### config.mk
export PLATFORM = sky130hd
export DESIGN_NAME = vssc_top
export DESIGN_NICKNAME = d
export VERILOG_FILES = /design/src/vssc_pkg.sv /design/src/vssc_top.sv
export VERILOG_INCLUDE_DIRS = /design/src
export SDC_FILE = /design/constraint.sdc
export NUM_CORES = 1
export LEC_CHECK = 0
export BUFFER_PORTS_ARGS = -buffer_cell sky130_fd_sc_hd__buf_2
export CORE_UTILIZATION = 37
export CTS_BUF_LIST = sky130_fd_sc_hd__clkbuf_4 sky130_fd_sc_hd__clkbuf_8
export CTS_CLUSTER_SIZE = 12
export DETAILED_ROUTE_END_ITERATION = 16
export PLACE_DENSITY = 0.68
export SETUP_SLACK_MARGIN = 0.5
export SLEW_MARGIN = 20
export SYNTH_ARGS = -nofsm -noshare
export SYNTH_HDL_FRONTEND = slang
export SYNTH_SLANG_ARGS = --single-unit
export TNS_END_PERCENT = 30
### constraint.sdc
create_clock -name ref_clk -period 4.3 [get_ports ref_clk]
set_clock_uncertainty 0.15 [all_clocks]
set_input_delay 1.29 -clock ref_clk [delete_from_list [all_inputs] [get_ports ref_clk]]
set_output_delay 1.29 -clock ref_clk [all_outputs]
set_load 0.01 [all_outputs]
### src/vssc_defs.svh
// Constant definitions for the VMEbus system signal control block.
`ifndef VSSC_DEFS_SVH
`define VSSC_DEFS_SVH

// ---------------------------------------------------------------
// Line levels
// ---------------------------------------------------------------
`define VSSC_ASSERTED_N     1'h0
`define VSSC_NEGATED_N      1'h1
`define VSSC_DIR_DRIVE      1'h1
`define VSSC_DIR_RECEIVE    1'h0

// ---------------------------------------------------------------
// Widths and reset values
// ---------------------------------------------------------------
`define VSSC_BR_W           4
`define VSSC_LINT_W         8
`define VSSC_BR_NONE        4'h0
`define VSSC_BR_ALL_N       4'hF
`define VSSC_IRQ_NONE       7'h00
`define VSSC_LINT_ALL_N     8'hFF
`define VSSC_ROUTE_W        3

// ---------------------------------------------------------------
// System clock generation (40 MHz / (2 * 2) = 10 MHz)
// ---------------------------------------------------------------
`define VSSC_SYSCLK_HALF    2'h1
// The terminated clock line idles high when nobody drives it.
`define VSSC_SYSCLK_IDLE    1'h1
`define VSSC_DIV_ZERO       2'h0
`define VSSC_SEEN_MAX       4'hF
`define VSSC_SEEN_ZERO      4'h0
`define VSSC_SEEN_ONE       4'h1

`endif

### src/vssc_pkg.sv
// Types for the VMEbus system signal control block.
`default_nettype none
package vssc_pkg;
	`include "vssc_defs.svh"

	// Arbiter states of the system controller.
	typedef enum logic [0:0] {ARB_IDLE, ARB_GRANT} vssc_arb_e;

	// Requester states of the local master.
	typedef enum logic [1:0] {REQ_IDLE, REQ_WAIT, REQ_OWN} vssc_req_e;

	typedef logic [`VSSC_BR_W-1:0] vssc_br_t;
	typedef logic [1:0]             vssc_lvl_t;
endpackage
`default_nettype wire

### src/vssc_top.sv
// VMEbus system signal control: transceiver, arbiter, requester, failure, reset and interrupts.
`timescale 1ns/100ps
`default_nettype none
`include "vssc_defs.svh"
module vssc_top
	import vssc_pkg::*;
(
	input  wire logic             ref_clk,
	input  wire logic             rst_n,
	input  wire logic             syscon_en,
	input  wire logic             bus_isolate,
	input  wire logic             slave_read_float,
	input  wire logic             slave_dtack_req,
	input  wire logic             coupled_target_abort,
	input  wire logic             master_req,
	input  wire vssc_pkg::vssc_lvl_t req_level,
	input  wire logic             ror_mode,
	input  wire logic             master_done,
	input  wire logic             bus_grant_in_n,
	input  wire logic             auto_id_active,
	input  wire logic             sysreset_req,
	input  wire logic             rx_power_fail_warn_n,
	input  wire logic             rx_bus_busy,
	input  wire logic             rx_bus_error,
	input  wire logic [3:0]       rx_bus_request_n,
	input  wire logic [7:1]       rx_vme_irq_n,
	input  wire logic [7:1]       rx_irq_mask,
	input  wire logic [20:0]      rx_irq_route,
	input  wire logic             rx_system_failure_n,
	input  wire logic             rx_system_reset_n,
	input  wire logic             vme_system_clock_in,
	input  wire logic [7:1]       tx_irq_req,
	input  wire logic [7:1]       tx_irq_mask,
	output logic                  xcvr_output_enable_n,
	output logic                  slave_ack_dir,
	output logic                  syscon_lines_dir,
	output logic                  vme_system_clock,
	output logic                  vme_system_clock_oe,
	output logic                  bus_clear_n,
	output logic [3:0]            bus_grant_out_n,
	output logic                  tx_bus_busy,
	output logic                  tx_bus_error,
	output logic [3:0]            tx_bus_request,
	output logic [7:1]            tx_vme_irq,
	output logic                  tx_system_failure,
	output logic                  tx_system_reset,
	output logic                  local_reset_out_n,
	output logic [7:0]            pci_int_n,
	output logic                  transfer_failed,
	output logic                  bus_owned_by_other,
	output logic                  release_requested,
	output logic                  sysclk_seen
);
	import vssc_pkg::*;

	// ---------------------------------------------------------------
	// Reset and state declarations
	// ---------------------------------------------------------------
	logic       blk_rst;
	logic       rx_any_req;
	vssc_arb_e  arb_state, next_arb_state;
	vssc_lvl_t  arb_lvl, next_arb_lvl;
	vssc_req_e  req_state, next_req_state;
	logic [1:0] div_cnt, next_div_cnt;
	logic       sysclk_q, next_sysclk_q;
	logic       sysclk_prev, next_sysclk_prev;
	logic [3:0] seen_cnt, next_seen_cnt;
	logic [7:0] next_pci_int_n;
	logic [3:0] next_grant_n;
	logic       next_bclr_n;
	logic [3:0] next_tx_br;
	logic       next_voe_n;

	// The block resets on its own reset or on the received system reset.
	assign blk_rst    = !rst_n || (rx_system_reset_n == `VSSC_ASSERTED_N);
	assign rx_any_req = |(~rx_bus_request_n);

	// ---------------------------------------------------------------
	// System controller arbiter, priority with level 3 highest
	// ---------------------------------------------------------------
	always_comb begin
		next_arb_state = arb_state;
		next_arb_lvl   = arb_lvl;
		next_grant_n   = `VSSC_BR_ALL_N;
		next_bclr_n    = `VSSC_NEGATED_N;
		unique case (arb_state)
			ARB_IDLE: begin
				// Grant only once the bus is free and a request is pending.
				if (syscon_en && rx_any_req && rx_bus_busy != `VSSC_ASSERTED_N) begin
					next_arb_state = ARB_GRANT;
					for (int i = 0; i < `VSSC_BR_W; i++) begin
						if (!rx_bus_request_n[i]) begin
							next_arb_lvl = 2'(i);
						end
					end
				end
			end
			ARB_GRANT: begin
				next_grant_n[arb_lvl] = `VSSC_ASSERTED_N;
				// Drop the grant once the winner has taken the bus.
				if (!syscon_en || rx_bus_busy == `VSSC_ASSERTED_N ||
						rx_bus_request_n[arb_lvl]) begin
					next_arb_state = ARB_IDLE;
					next_grant_n   = `VSSC_BR_ALL_N;
				end
			end
		endcase
		// Ask the owner to release when a higher level is waiting.
		for (int i = 0; i < `VSSC_BR_W; i++) begin
			if (syscon_en && rx_bus_busy == `VSSC_ASSERTED_N &&
					!rx_bus_request_n[i] && 2'(i) > arb_lvl) begin
				next_bclr_n = `VSSC_ASSERTED_N;
			end
		end
	end

	// ---------------------------------------------------------------
	// Local requester with release on request
	// ---------------------------------------------------------------
	always_comb begin
		next_req_state = req_state;
		next_tx_br     = `VSSC_BR_NONE;
		unique case (req_state)
			REQ_IDLE: begin
				if (master_req) begin
					next_req_state = REQ_WAIT;
				end
			end
			REQ_WAIT: begin
				next_tx_br[req_level] = 1'h1;
				// Take the bus on grant once the previous owner has let go.
				if (!bus_grant_in_n && rx_bus_busy != `VSSC_ASSERTED_N) begin
					next_req_state = REQ_OWN;
					next_tx_br     = `VSSC_BR_NONE;
				end else if (!master_req) begin
					next_req_state = REQ_IDLE;
					next_tx_br     = `VSSC_BR_NONE;
				end
			end
			REQ_OWN: begin
				// Give the bus up when done, or when others ask in that mode.
				if (master_done || (ror_mode && rx_any_req)) begin
					next_req_state = REQ_IDLE;
				end
			end
			default: begin
				next_req_state = REQ_IDLE;
			end
		endcase
	end

	// ---------------------------------------------------------------
	// System clock generation and auto ID clock watch
	// ---------------------------------------------------------------
	always_comb begin
		next_div_cnt     = div_cnt + 2'h1;
		next_sysclk_q    = sysclk_q;
		next_sysclk_prev = vme_system_clock_in;
		next_seen_cnt    = seen_cnt;
		if (!syscon_en) begin
			next_div_cnt  = `VSSC_DIV_ZERO;
			next_sysclk_q = 1'h0;
		end else if (div_cnt == `VSSC_SYSCLK_HALF) begin
			next_div_cnt  = `VSSC_DIV_ZERO;
			next_sysclk_q = !sysclk_q;
		end
		// Count rising edges of the bus clock while auto ID runs.
		if (!auto_id_active) begin
			next_seen_cnt = `VSSC_SEEN_ZERO;
		end else if (vme_system_clock_in && !sysclk_prev && seen_cnt != `VSSC_SEEN_MAX) begin
			next_seen_cnt = seen_cnt + `VSSC_SEEN_ONE;
		end
	end

	// ---------------------------------------------------------------
	// Local interrupt routing of received levels and failures
	// ---------------------------------------------------------------
	always_comb begin
		next_pci_int_n = `VSSC_LINT_ALL_N;
		for (int l = 1; l <= 7; l++) begin
			if (!rx_vme_irq_n[l] && rx_irq_mask[l]) begin
				next_pci_int_n[rx_irq_route[(l-1)*`VSSC_ROUTE_W +: `VSSC_ROUTE_W]] =
					`VSSC_ASSERTED_N;
			end
		end
		if (rx_power_fail_warn_n == `VSSC_ASSERTED_N) begin
			next_pci_int_n[0] = `VSSC_ASSERTED_N;
		end
		if (rx_system_failure_n == `VSSC_ASSERTED_N) begin
			next_pci_int_n[0] = `VSSC_ASSERTED_N;
		end
	end

	// Buffers float in reset, isolation or a floating slave read.
	assign next_voe_n = bus_isolate || slave_read_float;

	// ---------------------------------------------------------------
	// Registers for all state and outputs
	// ---------------------------------------------------------------
	always_ff @(posedge ref_clk) begin
		if (blk_rst) begin
			arb_state            <= ARB_IDLE;
			arb_lvl              <= 2'h0;
			req_state            <= REQ_IDLE;
			div_cnt              <= `VSSC_DIV_ZERO;
			sysclk_q             <= 1'h0;
			sysclk_prev          <= `VSSC_SYSCLK_IDLE;
			seen_cnt             <= `VSSC_SEEN_ZERO;
			xcvr_output_enable_n <= `VSSC_NEGATED_N;
			slave_ack_dir        <= `VSSC_DIR_RECEIVE;
			syscon_lines_dir     <= `VSSC_DIR_RECEIVE;
			vme_system_clock     <= 1'h0;
			vme_system_clock_oe  <= 1'h0;
			bus_clear_n          <= `VSSC_NEGATED_N;
			bus_grant_out_n      <= `VSSC_BR_ALL_N;
			tx_bus_busy          <= 1'h0;
			tx_bus_error         <= 1'h0;
			tx_bus_request       <= `VSSC_BR_NONE;
			tx_vme_irq           <= `VSSC_IRQ_NONE;
			tx_system_failure    <= 1'h1;
			tx_system_reset      <= 1'h0;
			local_reset_out_n    <= `VSSC_ASSERTED_N;
			pci_int_n            <= `VSSC_LINT_ALL_N;
			transfer_failed      <= 1'h0;
			bus_owned_by_other   <= 1'h0;
			release_requested    <= 1'h0;
			sysclk_seen          <= 1'h0;
		end else begin
			arb_state            <= next_arb_state;
			arb_lvl              <= next_arb_lvl;
			req_state            <= next_req_state;
			div_cnt              <= next_div_cnt;
			sysclk_q             <= next_sysclk_q;
			sysclk_prev          <= next_sysclk_prev;
			seen_cnt             <= next_seen_cnt;
			xcvr_output_enable_n <= next_voe_n;
			slave_ack_dir        <= slave_dtack_req ? `VSSC_DIR_DRIVE : `VSSC_DIR_RECEIVE;
			syscon_lines_dir     <= syscon_en ? `VSSC_DIR_DRIVE : `VSSC_DIR_RECEIVE;
			vme_system_clock     <= next_sysclk_q;
			vme_system_clock_oe  <= syscon_en;
			bus_clear_n          <= next_bclr_n;
			bus_grant_out_n      <= next_grant_n;
			tx_bus_busy          <= (next_req_state == REQ_OWN);
			tx_bus_error         <= coupled_target_abort;
			tx_bus_request       <= next_tx_br;
			tx_vme_irq           <= tx_irq_req & tx_irq_mask;
			tx_system_failure    <= auto_id_active;
			tx_system_reset      <= sysreset_req;
			local_reset_out_n    <= `VSSC_NEGATED_N;
			pci_int_n            <= next_pci_int_n;
			transfer_failed      <= (rx_bus_error == `VSSC_ASSERTED_N);
			bus_owned_by_other   <= (rx_bus_busy == `VSSC_ASSERTED_N) && (req_state != REQ_OWN);
			release_requested    <= (req_state == REQ_OWN) && ror_mode && rx_any_req;
			sysclk_seen          <= (next_seen_cnt != `VSSC_SEEN_ZERO);
		end
	end
endmodule
`default_nettype wire

Word-level counts from Yosys, hierarchy flattened
Index checks and enable logic that the tools add are counted.
{"block": "word_totals", "reg_bits": 50, "input_bits": 74}
{"block": "classes", "n_bitwise": 23, "reduce_logical": 63, "addsub": 2, "eq_ne": 7, "magnitude_cmp": 22, "mux": 50}
{"op": "2-to-1 mux 8 bit", "n": 7}
{"op": "NOT 8 bit", "n": 7}
{"op": "bitwise AND 8 bit", "n": 6}
{"op": "logical AND 1 bit", "n": 34}
{"op": "< comparator 3 x 4 -> 1 bit, second input constant", "n": 7}
{"op": "demux 1 bit (select 3 bit)", "n": 7}
{"op": ">= comparator 3 x 1 -> 1 bit, second input constant", "n": 7}
{"op": "2-to-1 mux 1 bit", "n": 21}
{"op": "zero test 1 bit", "n": 16}
{"op": "2-to-1 mux 2 bit", "n": 8}
{"op": "2-to-1 mux 4 bit", "n": 2}
{"op": "inequality test 4 bit, second input constant", "n": 2}
{"op": "NOT 4 bit", "n": 2}
{"op": "OR reduction 4 bit", "n": 2}
{"op": "bitwise AND 7 bit", "n": 1}
{"op": "NOT 1 bit", "n": 7}
{"op": "< comparator 2 x 3 -> 1 bit, second input constant", "n": 2}
{"op": "one-hot mux 2 bit (3 select lines)", "n": 1}
{"op": "OR reduction 3 bit", "n": 2}
{"op": "logical OR 1 bit", "n": 5}
{"op": "adder 4 x 1 -> 4 bit, second input constant", "n": 1}
{"op": "demux 1 bit (select 2 bit)", "n": 2}
{"op": "== test 2 x 1 -> 1 bit, second input constant", "n": 2}
{"op": "== test 2 bit, second input constant", "n": 2}
{"op": "11 further kinds", "n": 14}

Depth between registers and ports, before layout
{"block": "logic_depth", "depth_word": 20, "mapped_depth": 6, "ltp_nobuf": 5}

Worst setup path after synthesis
No wires, ideal clock.
{"block": "synth_timing", "path_kind": "input-to-reg", "startpoint": "in rx_bus_request_n[3]", "endpoint": "reg bus_grant_out_n[0]", "arrival_time_ps": 2407, "path_buffers": 0, "setup_ps": 127, "path_slack_ps": 1617, "path_stages": 3, "cell_sequence": "mux4_2 or3_1 or3_1"}
{"block": "synth_between", "elab_chain_len": 4}
{"element": "start, declared", "line_no": "vssc_top.sv:25", "rtl": "input wire logic [3:0] rx_bus_request_n,"}
{"element": "binary-select mux 1 bit (select 2 bit)", "line_no": "vssc_top.sv:102", "rtl": "rx_bus_request_n[arb_lvl]) begin"}
{"element": "2-to-1 mux 1 bit (implied by the code)", "line_no": "vssc_top.sv:102"}
{"element": "logical OR 1 bit", "line_no": "vssc_top.sv:101", "rtl": "if (!syscon_en || rx_bus_busy == `VSSC_ASSERTED_N ||"}
{"element": "OR reduction 3 bit (no source line)"}
{"element": "end signal, assigned", "line_no": "vssc_top.sv:215", "rtl": "bus_grant_out_n <= `VSSC_BR_ALL_N;"}
{"element": "end signal, assigned", "line_no": "vssc_top.sv:242", "rtl": "bus_grant_out_n <= next_grant_n;"}
{"element": "end, declared", "line_no": "vssc_top.sv:40", "rtl": "output logic [3:0] bus_grant_out_n,"}
Every way passes these cells. The select of a mux whose other input is x is not followed.
A chain may end at the register's enable or synchronous reset.

Final worst setup path
{"block": "layout_timing", "startpoint": "in rx_system_reset_n", "endpoint": "reg sysclk_seen"}
{"block": "layout_between", "elab_chain_len": 2}
{"element": "start, declared", "line_no": "vssc_top.sv:30", "rtl": "input wire logic rx_system_reset_n,"}
{"element": "NOT 1 bit (no source line)"}
{"element": "logical OR 1 bit", "line_no": "vssc_top.sv:75", "rtl": "assign blk_rst = !rst_n || (rx_system_reset_n == `VSSC_ASSERTED_N);"}
{"element": "end signal, assigned", "line_no": "vssc_top.sv:254", "rtl": "sysclk_seen <= (next_seen_cnt != `VSSC_SEEN_ZERO);"}
{"element": "end, declared", "line_no": "vssc_top.sv:52", "rtl": "output logic sysclk_seen"}
Every way passes these cells.

==> results by stage <==
Drt:
- The uppermost layer routed is met4.
- The per-cell routed wire length is 12.7 um.
- For this block, the via count after detailed routing is between 2,000 and 2,500.
- The per-cell via count in the routed design is roughly 5.1.
- In this run, the number of DRC markers left after iteration 0 of detailed routing was 75.
- After detailed routing, the met2 layer carries roughly 2.5 mm of wire.
- In the routed design, unresolved DRC markers number 0.
- Detailed routing placed a total of about 370 um of wire on met3.
- The number of detailed-route iterations in the first pass is 4.
- The aggregate routed wire length is 5.37 mm.
- In this run the remaining antenna-violating nets after routing total 0.
- The wire length on met1 is approximately 2.4 mm.

Synth:
- The count of warnings emitted by yosys is 0.
- The synthesized netlist cell count is 235.
- The number of synthesized flops with an enable pin is 0.
- Sorting the synthesized cells by area gives the leading types as sky130_fd_sc_hd__dfxtp_1 46%, sky130_fd_sc_hd__and3_1 4.7%, sky130_fd_sc_hd__nand3b_1 4.2%, sky130_fd_sc_hd__nor3_1 3.5%, sky130_fd_sc_hd__nor3b_1 3.5%.
- Counting flops with an async set or reset pin after synthesis yields a share of 0%.
- After synthesis, the netlist uses 38 different library cells.
- After Yosys synthesis, and, or, nand and nor cells account for a little over a third of the synthesized area.
- The number of nets handed over by synthesis was 311.
- The share of synthesized area occupied by flip-flops and latches is 46.3%.
- In this run the cell area of the synthesized design comes to between 2000 and 2500 sq um.
- The xor-xnor portion of the synthesized cell area is less than 1%.
- After synthesis, the largest family of logic cells by area is simple AND/OR/NAND/NOR gates.
- The post-synthesis compound-gate area fraction is roughly a tenth.
- The synthesized flop and latch total is 49.
- The most used flip-flop cell after synthesis is sky130_fd_sc_hd__dfxtp_1.
- The portion of synthesized area spent on multiplexers is under 10%.
- The library cell occupying the most area in the post-synthesis netlist is sky130_fd_sc_hd__dfxtp_1.
- In this run the mean area of a mapped cell was roughly 9 sq um.
- The adder and majority gate portion of the synthesized area is about 1.2%.
- In this run the biggest area consumer among cell types represents between 40% and 50% of the synthesized area.

Hold path:
- The end of the worst hold path is div_cnt[0]$_SDFF_PP0_.
- Along the worst hold path, the cell count comes to 1.
- The worst hold path belongs to the class reg -> reg.
- The startpoint of the lowest-slack hold path is div_cnt[0]$_SDFF_PP0_.

Placement:
- The global placement routability congestion is slightly below 0.9.
- During placement, the flow inserted port buffers numbering around 110.
- The detailed-placement wirelength estimate is 4.27 mm.

CTS:
- For this design, the CTS-stage hold fixing added 0 buffers.
- The clock drives 49 sinks.
- TritonCTS built the clock tree.
- Clock latency on the worst-skew pair, taken at its later pin, is approximately 0.29 ns.
- The deepest clock path buffer count is 2.
- After clock tree synthesis, the setup repair step added 0 buffers.
- The tree is rooted in a sky130_fd_sc_hd__clkbuf_8.
- Clock tree synthesis inserted a total of 5 buffers.
- The depth of the CTS H-tree is 2.
- The quantity of gates resized following cts is 0.
- After clock tree synthesis, the clock-pin slew on the worst setup and hold paths is around 0.090 ns.

Pwr:
- For this design the ratio of total power to cell area is about 320 nW/um^2.
- Summed over all cells, the static leakage comes to roughly 1.3 nW.
- The worst-case IR drop observed on VDD is around 140 uV.

Floorplan:
- The number of ports placed on the die boundary is between 100 and 150.
- The die boundary height is between 70 and 80 um.
- The floorplan step defined a die boundary enclosing between 6000 and 7000 sq um.
- The initial core utilization is between 30% and 40%.
- The placeable core region is 5510 sq um.
- The horizontal die dimension is about 78 um.
- The floorplan has 27 rows.

Global routing:
- For this run the aggregate overflow at the end of global routing stands at 0.
- The number of antenna violations at the first check in global routing is 0.
- The global routing usage summed across all routing layers is a little under a fifth.
- Entering global routing, the biggest net connects 22 pins.
- The wire length of the first global-routing pass is 8.78 mm.
- The number of global-route vias before repair was a little under 2,000.

Worst setup path:
- The startpoint of the worst register-to-register path is arb_lvl[1]$_SDFFE_PN0P_.
- The number of buffers and inverters on the critical path is 2.
- The kind of cell adding the most delay to the critical path is simple AND/OR/NAND/NOR gates.
- Of all nets on the critical path, the largest fanout is 13.
- On the worst path, the slowest cell contributes a delay of approximately 0.45 ns.
- The worst register-to-register path ends at bus_grant_out_n[0]$_SDFF_PP1_.
- STA classifies the critical path endpoint as a flip-flop.
- Across all register-to-register paths, the minimum setup slack is approximately 2.3 ns.
- STA classifies the critical path startpoint as an input pin.
- Traced cell by cell, the critical path runs through buf_2 > nand2_1 > inv_1 > and3_1 > mux2_2 > or4_1.
- The worst path required time is around 4.3 ns.
- Data on the critical path arrives at its endpoint at roughly 2.7 ns.
- The critical path start-end classification is in -> reg.
- The slowest stage of the critical path is the sky130_fd_sc_hd__or4_1 cell.
- Measured in cells, the most critical reg-to-reg path has a length of 3.

Timing:
- The measured slew at the worst slew-check pin is approximately 0.53 ns.
- The smallest hold slack is approximately 0.29 ns.
- The total count of max-transition violations in the final report was 0.
- The worst-case headroom to the max-slew limit is between 60% and 70%.
- The final-report setup violation count is 0.
- The portion of the clock cycle consumed by the worst path in the final layout is a little over three fifths.
- The minimum clock period after layout is around 2.7 ns.
- For this run, the top clock speed supported by timing is approximately 370 MHz.
- Setup repair after global routing left no endpoint under its margin.
- The hold violation count in the final report was 0.
- After routing, the total negative slack on setup checks comes to 0 ns.

Finish:
- The post-route netlist has a little over a third of its cells at a drive strength greater than 1.
- The multi-input logic area is 1080 sq um.
- The layout net count is between 400 and 500.
- The count of fill cells added during filler insertion is around 540.
- The area growth from synthesis to layout is 35.6%.
- In the final layout, flip-flops and latches occupy 981 sq um.
- The antenna diode instance count is 0.

Run status:
- The run finished with clean final reports.

Run:
- Max-cap violations in this run came to 0.
[layer usage]
metal / track usage, % / up-vias
li1: - / 1095
met1: 24.3 / 957
met2: 29.6 / 92
met3: 4.24 / 5
met4: 5.47 / 0
met5: 0 / -
[stage by stage]
stage	utilization [%]	total power, mW	cell area, sq um	cells	setup slack [ns]
after global placement	50.0	0.587	2760	415	1.27
final	52.2	0.914	2880	423	1.58
after CTS	52.2	0.925	2880	423	1.55
after floorplan	-	0.525	2120	235	1.62
after detailed placement	50.0	0.589	2760	415	1.25
after global routing	52.2	0.959	2880	423	1.43
[cells by family after synthesis]
group	Yosys count
compound gates	31
xor+xnor	1
fa+ha+maj	2
buf+inv	16
flops	49
mux	3
simple gates	133
[synthesized netlist by cell type (2+ instances only)]
cell and instances:
sky130_fd_sc_hd__dfxtp_1 49, sky130_fd_sc_hd__nand2b_1 6, sky130_fd_sc_hd__a22oi_1 4, sky130_fd_sc_hd__clkbuf_1 3, sky130_fd_sc_hd__nand3b_1 12, sky130_fd_sc_hd__or3_1 3
sky130_fd_sc_hd__and3_1 16, sky130_fd_sc_hd__or3b_2 4, sky130_fd_sc_hd__a21oi_1 3, sky130_fd_sc_hd__nor2_1 17, sky130_fd_sc_hd__o21ai_0 8, sky130_fd_sc_hd__ha_1 2
sky130_fd_sc_hd__nor3b_1 10, sky130_fd_sc_hd__nand3_1 13, sky130_fd_sc_hd__inv_1 12, sky130_fd_sc_hd__nor3_1 15, sky130_fd_sc_hd__a41o_1 2, sky130_fd_sc_hd__nand4_1 5
sky130_fd_sc_hd__o311ai_0 2, sky130_fd_sc_hd__o31ai_1 2, sky130_fd_sc_hd__nor2b_1 6, sky130_fd_sc_hd__o41ai_1 3, sky130_fd_sc_hd__and3b_1 5, sky130_fd_sc_hd__a32oi_1 3
sky130_fd_sc_hd__nand2_1 16, sky130_fd_sc_hd__and4b_1 2
[cells in the final DEF (no fill, tap or decap), types with 2 or more instances in the layout]
| cell | n |
|---|---|
| sky130_fd_sc_hd__nand3b_1 | 12 |
| sky130_fd_sc_hd__nor2_1 | 17 |
| sky130_fd_sc_hd__and4b_1 | 2 |
| sky130_fd_sc_hd__a22oi_1 | 4 |
| sky130_fd_sc_hd__a32oi_1 | 3 |
| sky130_fd_sc_hd__o21ai_0 | 8 |
| sky130_fd_sc_hd__or3_1 | 3 |
| sky130_fd_sc_hd__nand4_1 | 5 |
| sky130_fd_sc_hd__o31ai_1 | 2 |
| sky130_fd_sc_hd__o41ai_1 | 3 |
| sky130_fd_sc_hd__nor2b_1 | 6 |
| sky130_fd_sc_hd__dfxtp_1 | 49 |
| sky130_fd_sc_hd__o311ai_0 | 2 |
| sky130_fd_sc_hd__nand2_1 | 16 |
| sky130_fd_sc_hd__a41o_1 | 2 |
| sky130_fd_sc_hd__inv_1 | 12 |
| sky130_fd_sc_hd__clkbuf_8 | 6 |
| sky130_fd_sc_hd__a21oi_1 | 3 |
| sky130_fd_sc_hd__buf_2 | 111 |
| sky130_fd_sc_hd__or3b_2 | 4 |
| sky130_fd_sc_hd__nor3b_1 | 10 |
| sky130_fd_sc_hd__nand2b_1 | 6 |
| sky130_fd_sc_hd__and3b_1 | 5 |
| sky130_fd_sc_hd__nand3_1 | 13 |
| sky130_fd_sc_hd__nor3_1 | 15 |
| sky130_fd_sc_hd__ha_1 | 2 |
| sky130_fd_sc_hd__and3_1 | 16 |
[flip-flops by register name (all words and copies together), names as in the netlist, 2 cells and up]
register,cells
req_state,2
seen_cnt,4
tx_bus_request,4
tx_vme_irq,7
bus_grant_out_n,4
arb_lvl,2
pci_int_n,8
div_cnt,2
[worst max-delay path by stage]
stage | startpoint | endpoint | slack (ns) | depth (start not counted)
after floorplan | rx_bus_request_n[3] | bus_grant_out_n[0]$_SDFF_PP1_ | 1.62 | 3
final | rx_system_reset_n | sysclk_seen$_SDFF_PN0_ | 1.58 | 6
after CTS | rx_system_reset_n | sysclk_seen$_SDFF_PN0_ | 1.55 | 6
after global routing | rx_system_reset_n | sysclk_seen$_SDFF_PN0_ | 1.43 | 6
after global placement | rx_system_reset_n | sysclk_seen$_SDFF_PN0_ | 1.27 | 6
after detailed placement | rx_system_reset_n | sysclk_seen$_SDFF_PN0_ | 1.25 | 6
[power by group]
part / leakage (nW) / switching (mW) / total (mW) / internal (mW)
combinational: 0.883 / 0.0576 / 0.110 / 0.0526
sequential: 0.399 / 0.00407 / 0.468 / 0.464
clock: 0.0619 / 0.140 / 0.336 / 0.196
[layout make-up]
| class | instances | share of cell area (%) |
|---|---|---|
| multi-input combinational | 170 | 37.4 |
| sequential | 49 | 34.1 |
| timing repair buffer | 112 | 19.6 |
| clock buffer | 7 | 3.13 |
| tap | 72 | 3.13 |
| inverter | 12 | 1.57 |
| clock inverter | 1 | 1.04 |
No activity file was read; power rests on OpenSTA's default activity.
